## config.mk

```make
export PLATFORM = sky130hd
export DESIGN_NAME = tpg_generator
export DESIGN_NICKNAME = d
export VERILOG_FILES = /design/src/design/tpg_generator.v
export VERILOG_INCLUDE_DIRS = /design/src /design/src/design
export SDC_FILE = /design/constraint.sdc
export NUM_CORES = 1
export LEC_CHECK = 0
export BUFFER_PORTS_ARGS = -buffer_cell sky130_fd_sc_hd__buf_2
export CORE_MARGIN = 2
export CORE_UTILIZATION = 25
export CTS_BUF_LIST = sky130_fd_sc_hd__clkbuf_16
export CTS_CLUSTER_DIAMETER = 30
export DETAILED_ROUTE_END_ITERATION = 10
export GPL_TIMING_DRIVEN = 0
export HOLD_SLACK_MARGIN = 0.1
export SLEW_MARGIN = 20
export SYNTH_ARGS = -nofsm -noshare
export SYNTH_HDL_FRONTEND = slang
export SYNTH_SLANG_ARGS = --single-unit
```

## constraint.sdc

```tcl
create_clock -name i_clock -period 9.35 [get_ports i_clock]
set_input_delay 0 -clock i_clock [delete_from_list [all_inputs] [get_ports i_clock]]
set_output_delay 0 -clock i_clock [all_outputs]
set_load 0.005 [all_outputs]
```

## src/design/tpg_map.vh

```
// Register offsets, field positions and reset values of the pattern generator
`ifndef TPG_MAP_VH
`define TPG_MAP_VH

// Control and status agent word offsets
`define TPG_CSR_STATUS       2'h0
`define TPG_CSR_CONTROL      2'h1
`define TPG_CSR_FILL         2'h2

// Command agent word offsets
`define TPG_CMD_LOW          1'h0
`define TPG_CMD_HIGH         1'h1

// Status word fields
`define TPG_STAT_SIG_MSB     15
`define TPG_STAT_SIG_LSB     0
`define TPG_STAT_CHAN_MSB    23
`define TPG_STAT_CHAN_LSB    16
`define TPG_STAT_SYM_MSB     30
`define TPG_STAT_SYM_LSB     24
`define TPG_STAT_PKT         31

// Control word fields and reset value
`define TPG_CTL_ENABLE       0
`define TPG_CTL_THR_MSB      16
`define TPG_CTL_THR_LSB      8
`define TPG_CTL_CLEAR        17
`define TPG_CTL_RESET        32'h00000000

// Fill word fields
`define TPG_FILL_BUSY        0
`define TPG_FILL_CNT_MSB     15
`define TPG_FILL_CNT_LSB     7

// Command low word fields
`define TPG_LO_SIZE_MSB      15
`define TPG_LO_SIZE_LSB      0
`define TPG_LO_CHAN_MSB      29
`define TPG_LO_CHAN_LSB      16
`define TPG_LO_FIRST         30
`define TPG_LO_LAST          31

// Command high word fields
`define TPG_HI_ERR_MSB       15
`define TPG_HI_ERR_LSB       0
`define TPG_HI_MASK_MSB      23
`define TPG_HI_MASK_LSB      16
`define TPG_HI_HIDE_START    24
`define TPG_HI_HIDE_END      25
`define TPG_CMD_RESET        32'h00000000

`endif

```

## src/design/tpg_generator.v

```verilog
// Test pattern generator: control agent, command queue and streaming source
// How it works
// - Status word shows constant signature, channel count, symbols per beat, packet flag.
// - Output beats are produced only while control bit zero is one.
// - Nine-bit throttle against a pseudorandom byte sets output rate; 0 stops, 256 full.
// - Clear bit holds all counters and queue in reset until software writes zero.
// - Busy reads one while a segment is sending or commands are queued.
// - Fill field reports how many commands the queue holds.
// - Only a write to the low command word pushes a command; high goes first.
// - Segments other than a packet's last are padded to whole beats.
// - Segment channel comes from the fourteen-bit command field, low bits used.
// - First-segment flag marks packet start; ignored without packet support.
// - Last-segment flag marks packet end; ignored without packet support.
// - Error output is driven from the sixteen-bit command error field.
// - Generated symbols are XORed with the command's eight-bit corruption mask.
// - Start-hiding bit keeps the start marker low on a packet's first segment.
// - End-hiding bit keeps the end marker low on a packet's last segment.
// - Command agent has low word at offset zero and high word at one.
// - Stream output with optional framing; position kept per channel for interleaving.
// - Error width is a parameter from 0 to 31; zero drives the port low.
`default_nettype none
`include "tpg_map.vh"

module tpg_generator #(
  parameter        CHANNELS      = 4,
  parameter        CH_W          = 2,
  parameter        SYMBOL_BITS   = 8,
  parameter        SYMBOLS       = 4,
  parameter        EMPTY_W       = 2,
  parameter        PACKETS       = 1,
  parameter        ERROR_WIDTH   = 8,
  parameter        QUEUE_AW      = 4,
  parameter [15:0] SIGNATURE     = 16'h5A3C, // Arbitrary value
  parameter [15:0] THROTTLE_SEED = 16'hACE1
) (
  input  wire                           i_clock,
  input  wire                           i_rst_n,
  input  wire [1:0]                     i_csr_address,
  input  wire                           i_csr_write,
  input  wire                           i_csr_read,
  input  wire [31:0]                    i_csr_writedata,
  output reg  [31:0]                    o_csr_readdata,
  input  wire                           i_cmd_address,
  input  wire                           i_cmd_write,
  input  wire                           i_cmd_read,
  input  wire [31:0]                    i_cmd_writedata,
  output reg  [31:0]                    o_cmd_readdata,
  output reg                            o_valid,
  input  wire                           i_ready,
  output reg  [SYMBOLS*SYMBOL_BITS-1:0] o_data,
  output reg  [CH_W-1:0]                o_channel,
  output reg                            o_startofpacket,
  output reg                            o_endofpacket,
  output reg  [EMPTY_W-1:0]             o_empty,
  output reg  [((ERROR_WIDTH == 0) ? 1 : ERROR_WIDTH)-1:0] o_error
);

  // Port width of the error signal; a zero width keeps one bit tied low
  localparam ERR_PW   = (ERROR_WIDTH == 0) ? 1 : ERROR_WIDTH;
  localparam NENT     = 1 << CH_W;
  localparam DEPTH    = 1 << QUEUE_AW;
  localparam DATA_W   = SYMBOLS * SYMBOL_BITS;
  localparam ST_IDLE  = 1'b0;
  localparam ST_SEND  = 1'b1;
  localparam [15:0] SPB16   = SYMBOLS;
  localparam [7:0]  CHAN8   = CHANNELS;
  localparam [6:0]  SYM7    = SYMBOLS;
  localparam        PKT_ON  = (PACKETS != 0);

  // Reset release through two flip-flops
  reg rst_meta;
  reg rst_sync;
  always @(posedge i_clock or negedge i_rst_n) begin
    if (!i_rst_n) begin
      rst_meta <= 1'b0;
      rst_sync <= 1'b0;
    end else begin
      rst_meta <= 1'b1;
      rst_sync <= rst_meta;
    end
  end
  wire rst_n = rst_sync;

  reg                ctl_enable;
  reg [8:0]          ctl_throttle;
  reg                ctl_clear;
  reg [31:0]         cmd_low;
  reg [31:0]         cmd_high;
  reg [63:0]         q_mem [0:DEPTH-1];
  reg [QUEUE_AW-1:0] wr_ptr;
  reg [QUEUE_AW-1:0] rd_ptr;
  reg [QUEUE_AW:0]   q_count;
  reg                state;
  reg [15:0]         seg_left;
  reg [CH_W-1:0]     seg_chan;
  reg                seg_first_flag;
  reg                seg_last_flag;
  reg                seg_first_beat;
  reg [15:0]         seg_err;
  reg [7:0]          seg_mask;
  reg                seg_hide_start;
  reg                seg_hide_end;
  reg [15:0]         lfsr;

  wire [DEPTH*0+NENT*16-1:0] pos_flat;
  wire [15:0]        pos_cur = pos_flat[seg_chan*16 +: 16];

  // Queue state
  wire q_full  = (q_count == DEPTH);
  wire q_empty = (q_count == 0);
  wire push    = i_cmd_write && (i_cmd_address == `TPG_CMD_LOW) &&
                 !q_full && !ctl_clear;
  wire pop     = (state == ST_IDLE) && !q_empty && !ctl_clear;

  // Throttle: pass when the random byte falls below the limit
  wire thr_pass = ({1'b0, lfsr[7:0]} < ctl_throttle);

  // Beat launch when enabled, throttled in and the sink can take it
  wire beat_go  = (state == ST_SEND) && ctl_enable && !ctl_clear && thr_pass &&
                  (!o_valid || i_ready);
  wire last_beat = (seg_left <= SPB16);
  wire pkt_end   = last_beat && seg_last_flag;

  // Symbols that count toward the position: padding fills the beat
  wire [15:0] n_sym = pkt_end ? seg_left : SPB16;
  wire [15:0] empty_wide = pkt_end ? (SPB16 - seg_left) : 16'h0000;

  wire [15:0] fill_wide = {{(15-QUEUE_AW){1'b0}}, q_count};
  wire [8:0]  fill_val  = fill_wide[8:0];
  wire        busy      = (state == ST_SEND) || !q_empty || o_valid;

  wire [63:0] head      = q_mem[rd_ptr];
  wire [13:0] head_chan = head[`TPG_LO_CHAN_MSB:`TPG_LO_CHAN_LSB];
  wire [31:0] chan_wide = {18'h00000, head_chan};
  wire [ERR_PW+15:0] err_ext = {{ERR_PW{1'b0}}, seg_err};
  wire [SYMBOL_BITS+7:0] mask_ext = {{SYMBOL_BITS{1'b0}}, seg_mask};

  // Pseudorandom source for the throttle, runs every cycle
  always @(posedge i_clock or negedge rst_n) begin
    if (!rst_n) begin
      lfsr <= THROTTLE_SEED | 16'h0001;
    end else if (lfsr == 16'h0000) begin
      lfsr <= THROTTLE_SEED | 16'h0001;
    end else begin
      lfsr <= {1'b0, lfsr[15:1]} ^ (lfsr[0] ? 16'hB400 : 16'h0000);
    end
  end

  // Control register writes
  always @(posedge i_clock or negedge rst_n) begin
    if (!rst_n) begin
      ctl_enable   <= 1'b0;
      ctl_throttle <= 9'h000;
      ctl_clear    <= 1'b0;
    end else if (i_csr_write && (i_csr_address == `TPG_CSR_CONTROL)) begin
      ctl_enable   <= i_csr_writedata[`TPG_CTL_ENABLE];
      ctl_throttle <= i_csr_writedata[`TPG_CTL_THR_MSB:`TPG_CTL_THR_LSB];
      ctl_clear    <= i_csr_writedata[`TPG_CTL_CLEAR];
    end
  end

  // Control agent read data, one cycle after the read strobe
  always @(posedge i_clock or negedge rst_n) begin
    if (!rst_n) begin
      o_csr_readdata <= 32'h00000000;
    end else if (i_csr_read) begin
      case (i_csr_address)
        `TPG_CSR_STATUS:  o_csr_readdata <= {PKT_ON ? 1'b1 : 1'b0, SYM7, CHAN8,
                                             SIGNATURE};
        `TPG_CSR_CONTROL: o_csr_readdata <= {14'h0000, ctl_clear, ctl_throttle,
                                             7'h00, ctl_enable};
        `TPG_CSR_FILL:    o_csr_readdata <= {16'h0000, fill_val, 6'h00,
                                             busy};
        default:          o_csr_readdata <= 32'h00000000;
      endcase
    end
  end

  // Command words: high is staged, low pushes the pair
  always @(posedge i_clock or negedge rst_n) begin
    if (!rst_n) begin
      cmd_low  <= `TPG_CMD_RESET;
      cmd_high <= `TPG_CMD_RESET;
    end else if (i_cmd_write) begin
      if (i_cmd_address == `TPG_CMD_HIGH) begin
        cmd_high <= i_cmd_writedata;
      end else begin
        cmd_low  <= i_cmd_writedata;
      end
    end
  end

  // Command agent read data
  always @(posedge i_clock or negedge rst_n) begin
    if (!rst_n) begin
      o_cmd_readdata <= 32'h00000000;
    end else if (i_cmd_read) begin
      o_cmd_readdata <= (i_cmd_address == `TPG_CMD_HIGH) ? cmd_high : cmd_low;
    end
  end

  // Queue storage; a refused push leaves every entry untouched
  always @(posedge i_clock) begin
    if (push) begin
      q_mem[wr_ptr] <= {cmd_high, i_cmd_writedata};
    end
  end

  // Queue pointers and count, held empty while cleared
  always @(posedge i_clock or negedge rst_n) begin
    if (!rst_n) begin
      wr_ptr  <= {QUEUE_AW{1'b0}};
      rd_ptr  <= {QUEUE_AW{1'b0}};
      q_count <= {(QUEUE_AW+1){1'b0}};
    end else if (ctl_clear) begin
      wr_ptr  <= {QUEUE_AW{1'b0}};
      rd_ptr  <= {QUEUE_AW{1'b0}};
      q_count <= {(QUEUE_AW+1){1'b0}};
    end else begin
      if (push) begin
        wr_ptr <= wr_ptr + 1'b1;
      end
      if (pop) begin
        rd_ptr <= rd_ptr + 1'b1;
      end
      if (push && !pop) begin
        q_count <= q_count + 1'b1;
      end else if (pop && !push) begin
        q_count <= q_count - 1'b1;
      end
    end
  end

  // Segment sequencer: load one command, run it to its last beat
  always @(posedge i_clock or negedge rst_n) begin
    if (!rst_n) begin
      state          <= ST_IDLE;
      seg_left       <= 16'h0000;
      seg_chan       <= {CH_W{1'b0}};
      seg_first_flag <= 1'b0;
      seg_last_flag  <= 1'b0;
      seg_first_beat <= 1'b0;
      seg_err        <= 16'h0000;
      seg_mask       <= 8'h00;
      seg_hide_start <= 1'b0;
      seg_hide_end   <= 1'b0;
    end else if (ctl_clear) begin
      state          <= ST_IDLE;
      seg_left       <= 16'h0000;
    end else begin
      case (state)
        ST_IDLE: begin
          if (pop) begin
            seg_left       <= head[`TPG_LO_SIZE_MSB:`TPG_LO_SIZE_LSB];
            seg_chan       <= chan_wide[CH_W-1:0];
            seg_first_flag <= head[`TPG_LO_FIRST] && PKT_ON;
            seg_last_flag  <= head[`TPG_LO_LAST] && PKT_ON;
            seg_first_beat <= 1'b1;
            seg_err        <= head[32+`TPG_HI_ERR_MSB:32+`TPG_HI_ERR_LSB];
            seg_mask       <= head[32+`TPG_HI_MASK_MSB:32+`TPG_HI_MASK_LSB];
            seg_hide_start <= head[32+`TPG_HI_HIDE_START];
            seg_hide_end   <= head[32+`TPG_HI_HIDE_END];
            if (head[`TPG_LO_SIZE_MSB:`TPG_LO_SIZE_LSB] != 16'h0000) begin
              state <= ST_SEND;
            end
          end
        end
        ST_SEND: begin
          if (beat_go) begin
            seg_first_beat <= 1'b0;
            if (last_beat) begin
              state    <= ST_IDLE;
              seg_left <= 16'h0000;
            end else begin
              seg_left <= seg_left - SPB16;
            end
          end
        end
        default: begin
          state <= ST_IDLE;
        end
      endcase
    end
  end

  // Per-channel position within the packet, cleared at packet end
  genvar g;
  generate
    for (g = 0; g < NENT; g = g + 1) begin : g_pos
      reg [15:0] pos;
      always @(posedge i_clock or negedge rst_n) begin
        if (!rst_n) begin
          pos <= 16'h0000;
        end else if (ctl_clear) begin
          pos <= 16'h0000;
        end else if (beat_go && (seg_chan == g)) begin
          pos <= pkt_end ? 16'h0000 : pos + n_sym;
        end
      end
      assign pos_flat[g*16 +: 16] = pos;
    end
  endgenerate

  // Symbol lanes: position plus lane index, corrupted by the mask
  wire [DATA_W-1:0] beat_data;
  generate
    for (g = 0; g < SYMBOLS; g = g + 1) begin : g_lane
      localparam [15:0]         LANE     = g;
      wire [15:0]               lane_pos = pos_cur + LANE;
      wire [SYMBOL_BITS+15:0]   lane_ext = {{SYMBOL_BITS{1'b0}}, lane_pos};
      assign beat_data[g*SYMBOL_BITS +: SYMBOL_BITS] =
        lane_ext[SYMBOL_BITS-1:0] ^ mask_ext[SYMBOL_BITS-1:0];
    end
  endgenerate

  // Output stage: a beat stands until the sink takes it or the clear bit drops it
  always @(posedge i_clock or negedge rst_n) begin
    if (!rst_n) begin
      o_valid         <= 1'b0;
      o_data          <= {DATA_W{1'b0}};
      o_channel       <= {CH_W{1'b0}};
      o_startofpacket <= 1'b0;
      o_endofpacket   <= 1'b0;
      o_empty         <= {EMPTY_W{1'b0}};
      o_error         <= {ERR_PW{1'b0}};
    end else if (ctl_clear) begin
      o_valid         <= 1'b0;
    end else if (beat_go) begin
      o_valid         <= 1'b1;
      o_data          <= beat_data;
      o_channel       <= seg_chan;
      o_startofpacket <= seg_first_beat && seg_first_flag && !seg_hide_start;
      o_endofpacket   <= pkt_end && !seg_hide_end;
      o_empty         <= empty_wide[EMPTY_W-1:0];
      o_error         <= (ERROR_WIDTH == 0) ? {ERR_PW{1'b0}} :
                         err_ext[ERR_PW-1:0];
    end else if (i_ready) begin
      o_valid         <= 1'b0;
    end
  end

endmodule

`default_nettype wire

```

==> impl_metrics.json <==
{
  "outcome": "finished clean",
  "rr_worst_depth": 16,
  "areaGrowthSynthToFinish_pct": 27.6,
  "post-cts-setup-buffers": 0,
  "diodes": 0,
  "netlist_area_um2": 35900,
  "ios": 185,
  "placed_cell_area_um2": 40100,
  "hold_path_depth": 4,
  "min_from": "i_csr_write",
  "drc": 0,
  "instances_no_fill": 4677,
  "finish.net_count": 2786,
  "ctsLongestPathBuffers": 3,
  "cts_tree": "yes",
  "tightest_slew_ps": 1080,
  "row_count": 138,
  "finalCritPeriodShare_pct": 45.9,
  "powerDensity_nw_per_um2": 276,
  "slowest_stage": "or4_1",
  "cpPeakStageDelay_ps": 500,
  "die_area_um2": 147000,
  "critical_path_class": "reg -> reg",
  "syn_inst": 2227,
  "fp.coreArea_um2": 142000,
  "yosysTopAreaCellShare_pct": 50.9,
  "fillers": 13800,
  "synth_area_per_cell_um2": 16.1,
  "grt_pass1_vias": 21600,
  "fmax_mhz": 233,
  "die_h_um": 383,
  "cp_max_fo": 10,
  "maxSlewHeadroom_pct": 27.4,
  "synth_seq_cells": 876,
  "io_buffers": 147,
  "grt_pass1_wl_mm": 144,
  "viasPerCell": 4.63,
  "hold_viol": 0,
  "drt_wl_total_mm": 97.3,
  "cts_made_buffers": 138,
  "clk_latency_ps": 760,
  "synth_edf_count": 608,
  "gp_congestion": 0.831,
  "routedWlPerCell_um": 20.8,
  "setup_tns_ps": 0,
  "worstReg2RegStart": "seg_left[1]$_DFFE_PN0P_",
  "setup_viol": 0,
  "synthFlopType": "edfxtp_1",
  "root_buffer": "clkbuf_16",
  "holdCritPathClass": "in -> reg",
  "rrSetupSlack_ps": 5060,
  "yosysWarnings": 0,
  "drtIter0Drc": 2118,
  "cap_violations": 0,
  "placed_cells": 4335,
  "die_w_um": 383,
  "antenna_found_initial": 7,
  "ant_nets": 0,
  "grt_start_max_net_pins": 54,
  "timing.final.crit_period_ps": 4290,
  "worstPathArrival_ps": 4940,
  "final_max_slew_viol_count": 0,
  "synth_area_leaders": "edfxtp_1, dfrtp_1, mux4_2",
  "rsz0062_at_grt": "false",
  "start_util_pct": 25.3,
  "dr.pass1.iters": 5,
  "p_leak_nw": 16.6,
  "grt_overflow": 0,
  "ir_drop_mv": 0.201,
  "critPathCaptureType": "flip-flop",
  "cp_cell_sequence": "clkbuf_1 > inv_1 > ha_1 > a21o_1 > and4_2 > buf_2 > and2_1 > buf_2 > nand2_1 > ha_1 > and2_1 > maj3_1 > o2111ai_1 > o21ai_0 > or4_1 > o211ai_2",
  "fin_area_um2": 45700,
  "async_reset_ff_share_pct": 30.6,
  "hold_path_end": "ctl_throttle[0]$_DFFE_PN0P_",
  "clock_skew_ps": 42.5,
  "synth.distinct_cells": 67,
  "ys_seq_area_share_pct": 69.6,
  "grt_use_total_pct": 13.2,
  "start_kind": "flip-flop",
  "yosysTopAreaCell": "edfxtp_1",
  "holdWs_ps": 121,
  "worstPathRequired_ps": 10000,
  "clk_pin_slew_ps": 50,
  "drive_gt1_share_pct": 26.4,
  "clkSinkCount": 876,
  "cts-htree-levels": 4,
  "vias": 21600,
  "hpwl_mm": 65.7,
  "total_power_mw": 12.6,
  "r2r-end": "g_pos[0].pos[7]$_DFFE_PN0P_"
}
final cells by class:
cell class	instances	area [µm²]	share of cell area, %
Buffer	143	642	1.40
Clock buffer	138	3450	7.55
Multi-Input combinational cell	1188	10300	22.5
Timing Repair Buffer	286	2540	5.54
Sequential cell	876	25000	54.6
Tap cell	1890	2360	5.17
Inverter	36	135	0.295
Clock inverter	120	1330	2.90
synthesized netlist by cell type (5+ instances only):
cell	n
xnor2_1	36
dfrtp_1	260
nor2_1	92
xor2_1	14
nand2b_1	17
nor2b_1	12
a31oi_1	13
or4_1	5
buf_2	7
o21ai_0	98
edfxtp_1	608
clkbuf_1	89
mux4_2	150
mux2_2	67
a221oi_1	36
nand3_1	26
a21oi_1	73
buf_1	25
nand2_1	246
nor3_1	13
a22o_1	7
mux2i_1	103
o31ai_1	9
ha_1	42
a211oi_1	5
dfstp_2	8
a22oi_1	20
and2_1	8
a21o_1	5
nand4_1	5
inv_1	33
buf_4	22
nor4_1	14
layout by cell type, fill, tap and decap left out, types with 12 or more instances in the layout:
cell type / Yosys / layout
a22oi_1: 20 / 20
clkinv_1: 3 / 16
mux4_2: 150 / 150
clkbuf_16: 0 / 138
nor2b_1: 12 / 12
xnor2_1: 36 / 36
mux2_2: 67 / 67
conb_1: 2 / 18
buf_16: 0 / 22
o21ai_0: 98 / 98
buf_2: 7 / 156
bufinv_16: 0 / 16
nand2b_1: 17 / 17
nor2_1: 92 / 80
a31oi_1: 13 / 13
dfrtp_1: 260 / 259
inv_1: 33 / 49
a21oi_1: 73 / 72
edfxtp_1: 608 / 608
xor2_1: 14 / 14
clkinv_2: 0 / 18
buf_1: 25 / 17
ha_1: 42 / 42
a221oi_1: 36 / 36
nand3_1: 26 / 26
nand2_1: 246 / 246
nor4_1: 14 / 13
buf_4: 22 / 43
dlygate4sd3_1: 0 / 84
nor2_4: 0 / 12
clkbuf_1: 89 / 86
inv_6: 0 / 22
mux2i_1: 103 / 103
what timing repair did:
item                                   CTS  global route
endpoints found under the hold margin  445             0
hold buffers                            84             0
gates resized for setup                  0             0
setup endpoints to repair                0             0
worst max-delay path, delay by kind of cell (launching register included):
kind | cells | cell delay [ps]
flops | 1 | 320
compound gates | 4 | 690
fa+ha+maj | 3 | 900
simple gates | 5 | 1370
buf+inv | 4 | 910
cells by family (layout without fill, tap and decap cells):
group,after synthesis,count (layout),share of synthesized area [%]
AOI/OAI and AO/OA,296,296,5.24
xor gates and xnor gates,52,52,1.31
adders and majority gates,45,45,1.58
buffers and inverters,179,723,2.13
DFF,876,876,69.6
muxes,320,320,14.4
other,2,18,0.0209
and+or+nand+nor,457,457,5.69
sequential cells by signal, summed over array words and instances, names as in the netlist, 2 cells and up:
register / cells
q_count: 5
o_empty: 2
seg_mask: 8
rd_ptr: 4
seg_chan: 2
ctl_throttle: 9
seg_err: 8
cmd_high: 32
lfsr: 16
seg_left: 16
g_pos.pos: 32
cmd_low: 32
o_csr_readdata: 13
o_cmd_readdata: 32
o_channel: 2
q_mem: 608
o_data: 30
wr_ptr: 4
o_error: 8
metrics by stage:
step           setup WS [ps]  utilization, %
2_1_floorplan           1340               -
4_1_cts                 5090            32.2
6_report                5060            32.2
3_5_place_dp            5120            28.3
3_3_place_gp           -2600            27.5
5_1_grt                 4750            32.2
routing by layer:
metal	track usage, %	part of all wire [%]
met5	0	0
met2	19.9	45
met4	3.70	1.6
met1	18.9	45
met3	3.12	8.3
report_power, final:
group	leakage (nW)	internal [mW]	switching (mW)	total [mW]
Combinational	5.46	1.14	1.47	2.61
Clock	2.37	3.21	2.00	5.21
Sequential	8.76	4.51	0.300	4.81
Total	16.6	8.86	3.77	12.6
worst max path at each step:
stage | start | endpoint
after global routing | seg_left[1]$_DFFE_PN0P_ | g_pos[0].pos[7]$_DFFE_PN0P_
after detailed placement | seg_left[1]$_DFFE_PN0P_ | g_pos[3].pos[7]$_DFFE_PN0P_
after floorplan | rst_n$_DFF_PN0_ | cmd_high[0]$_DFFE_PN0P_
after global placement | rst_n$_DFF_PN0_ | o_data[12]$_DFFE_PN0P_
final | seg_left[1]$_DFFE_PN0P_ | g_pos[0].pos[7]$_DFFE_PN0P_
after CTS | seg_left[1]$_DFFE_PN0P_ | g_pos[0].pos[7]$_DFFE_PN0P_
(Power assumes the default switching activity.)
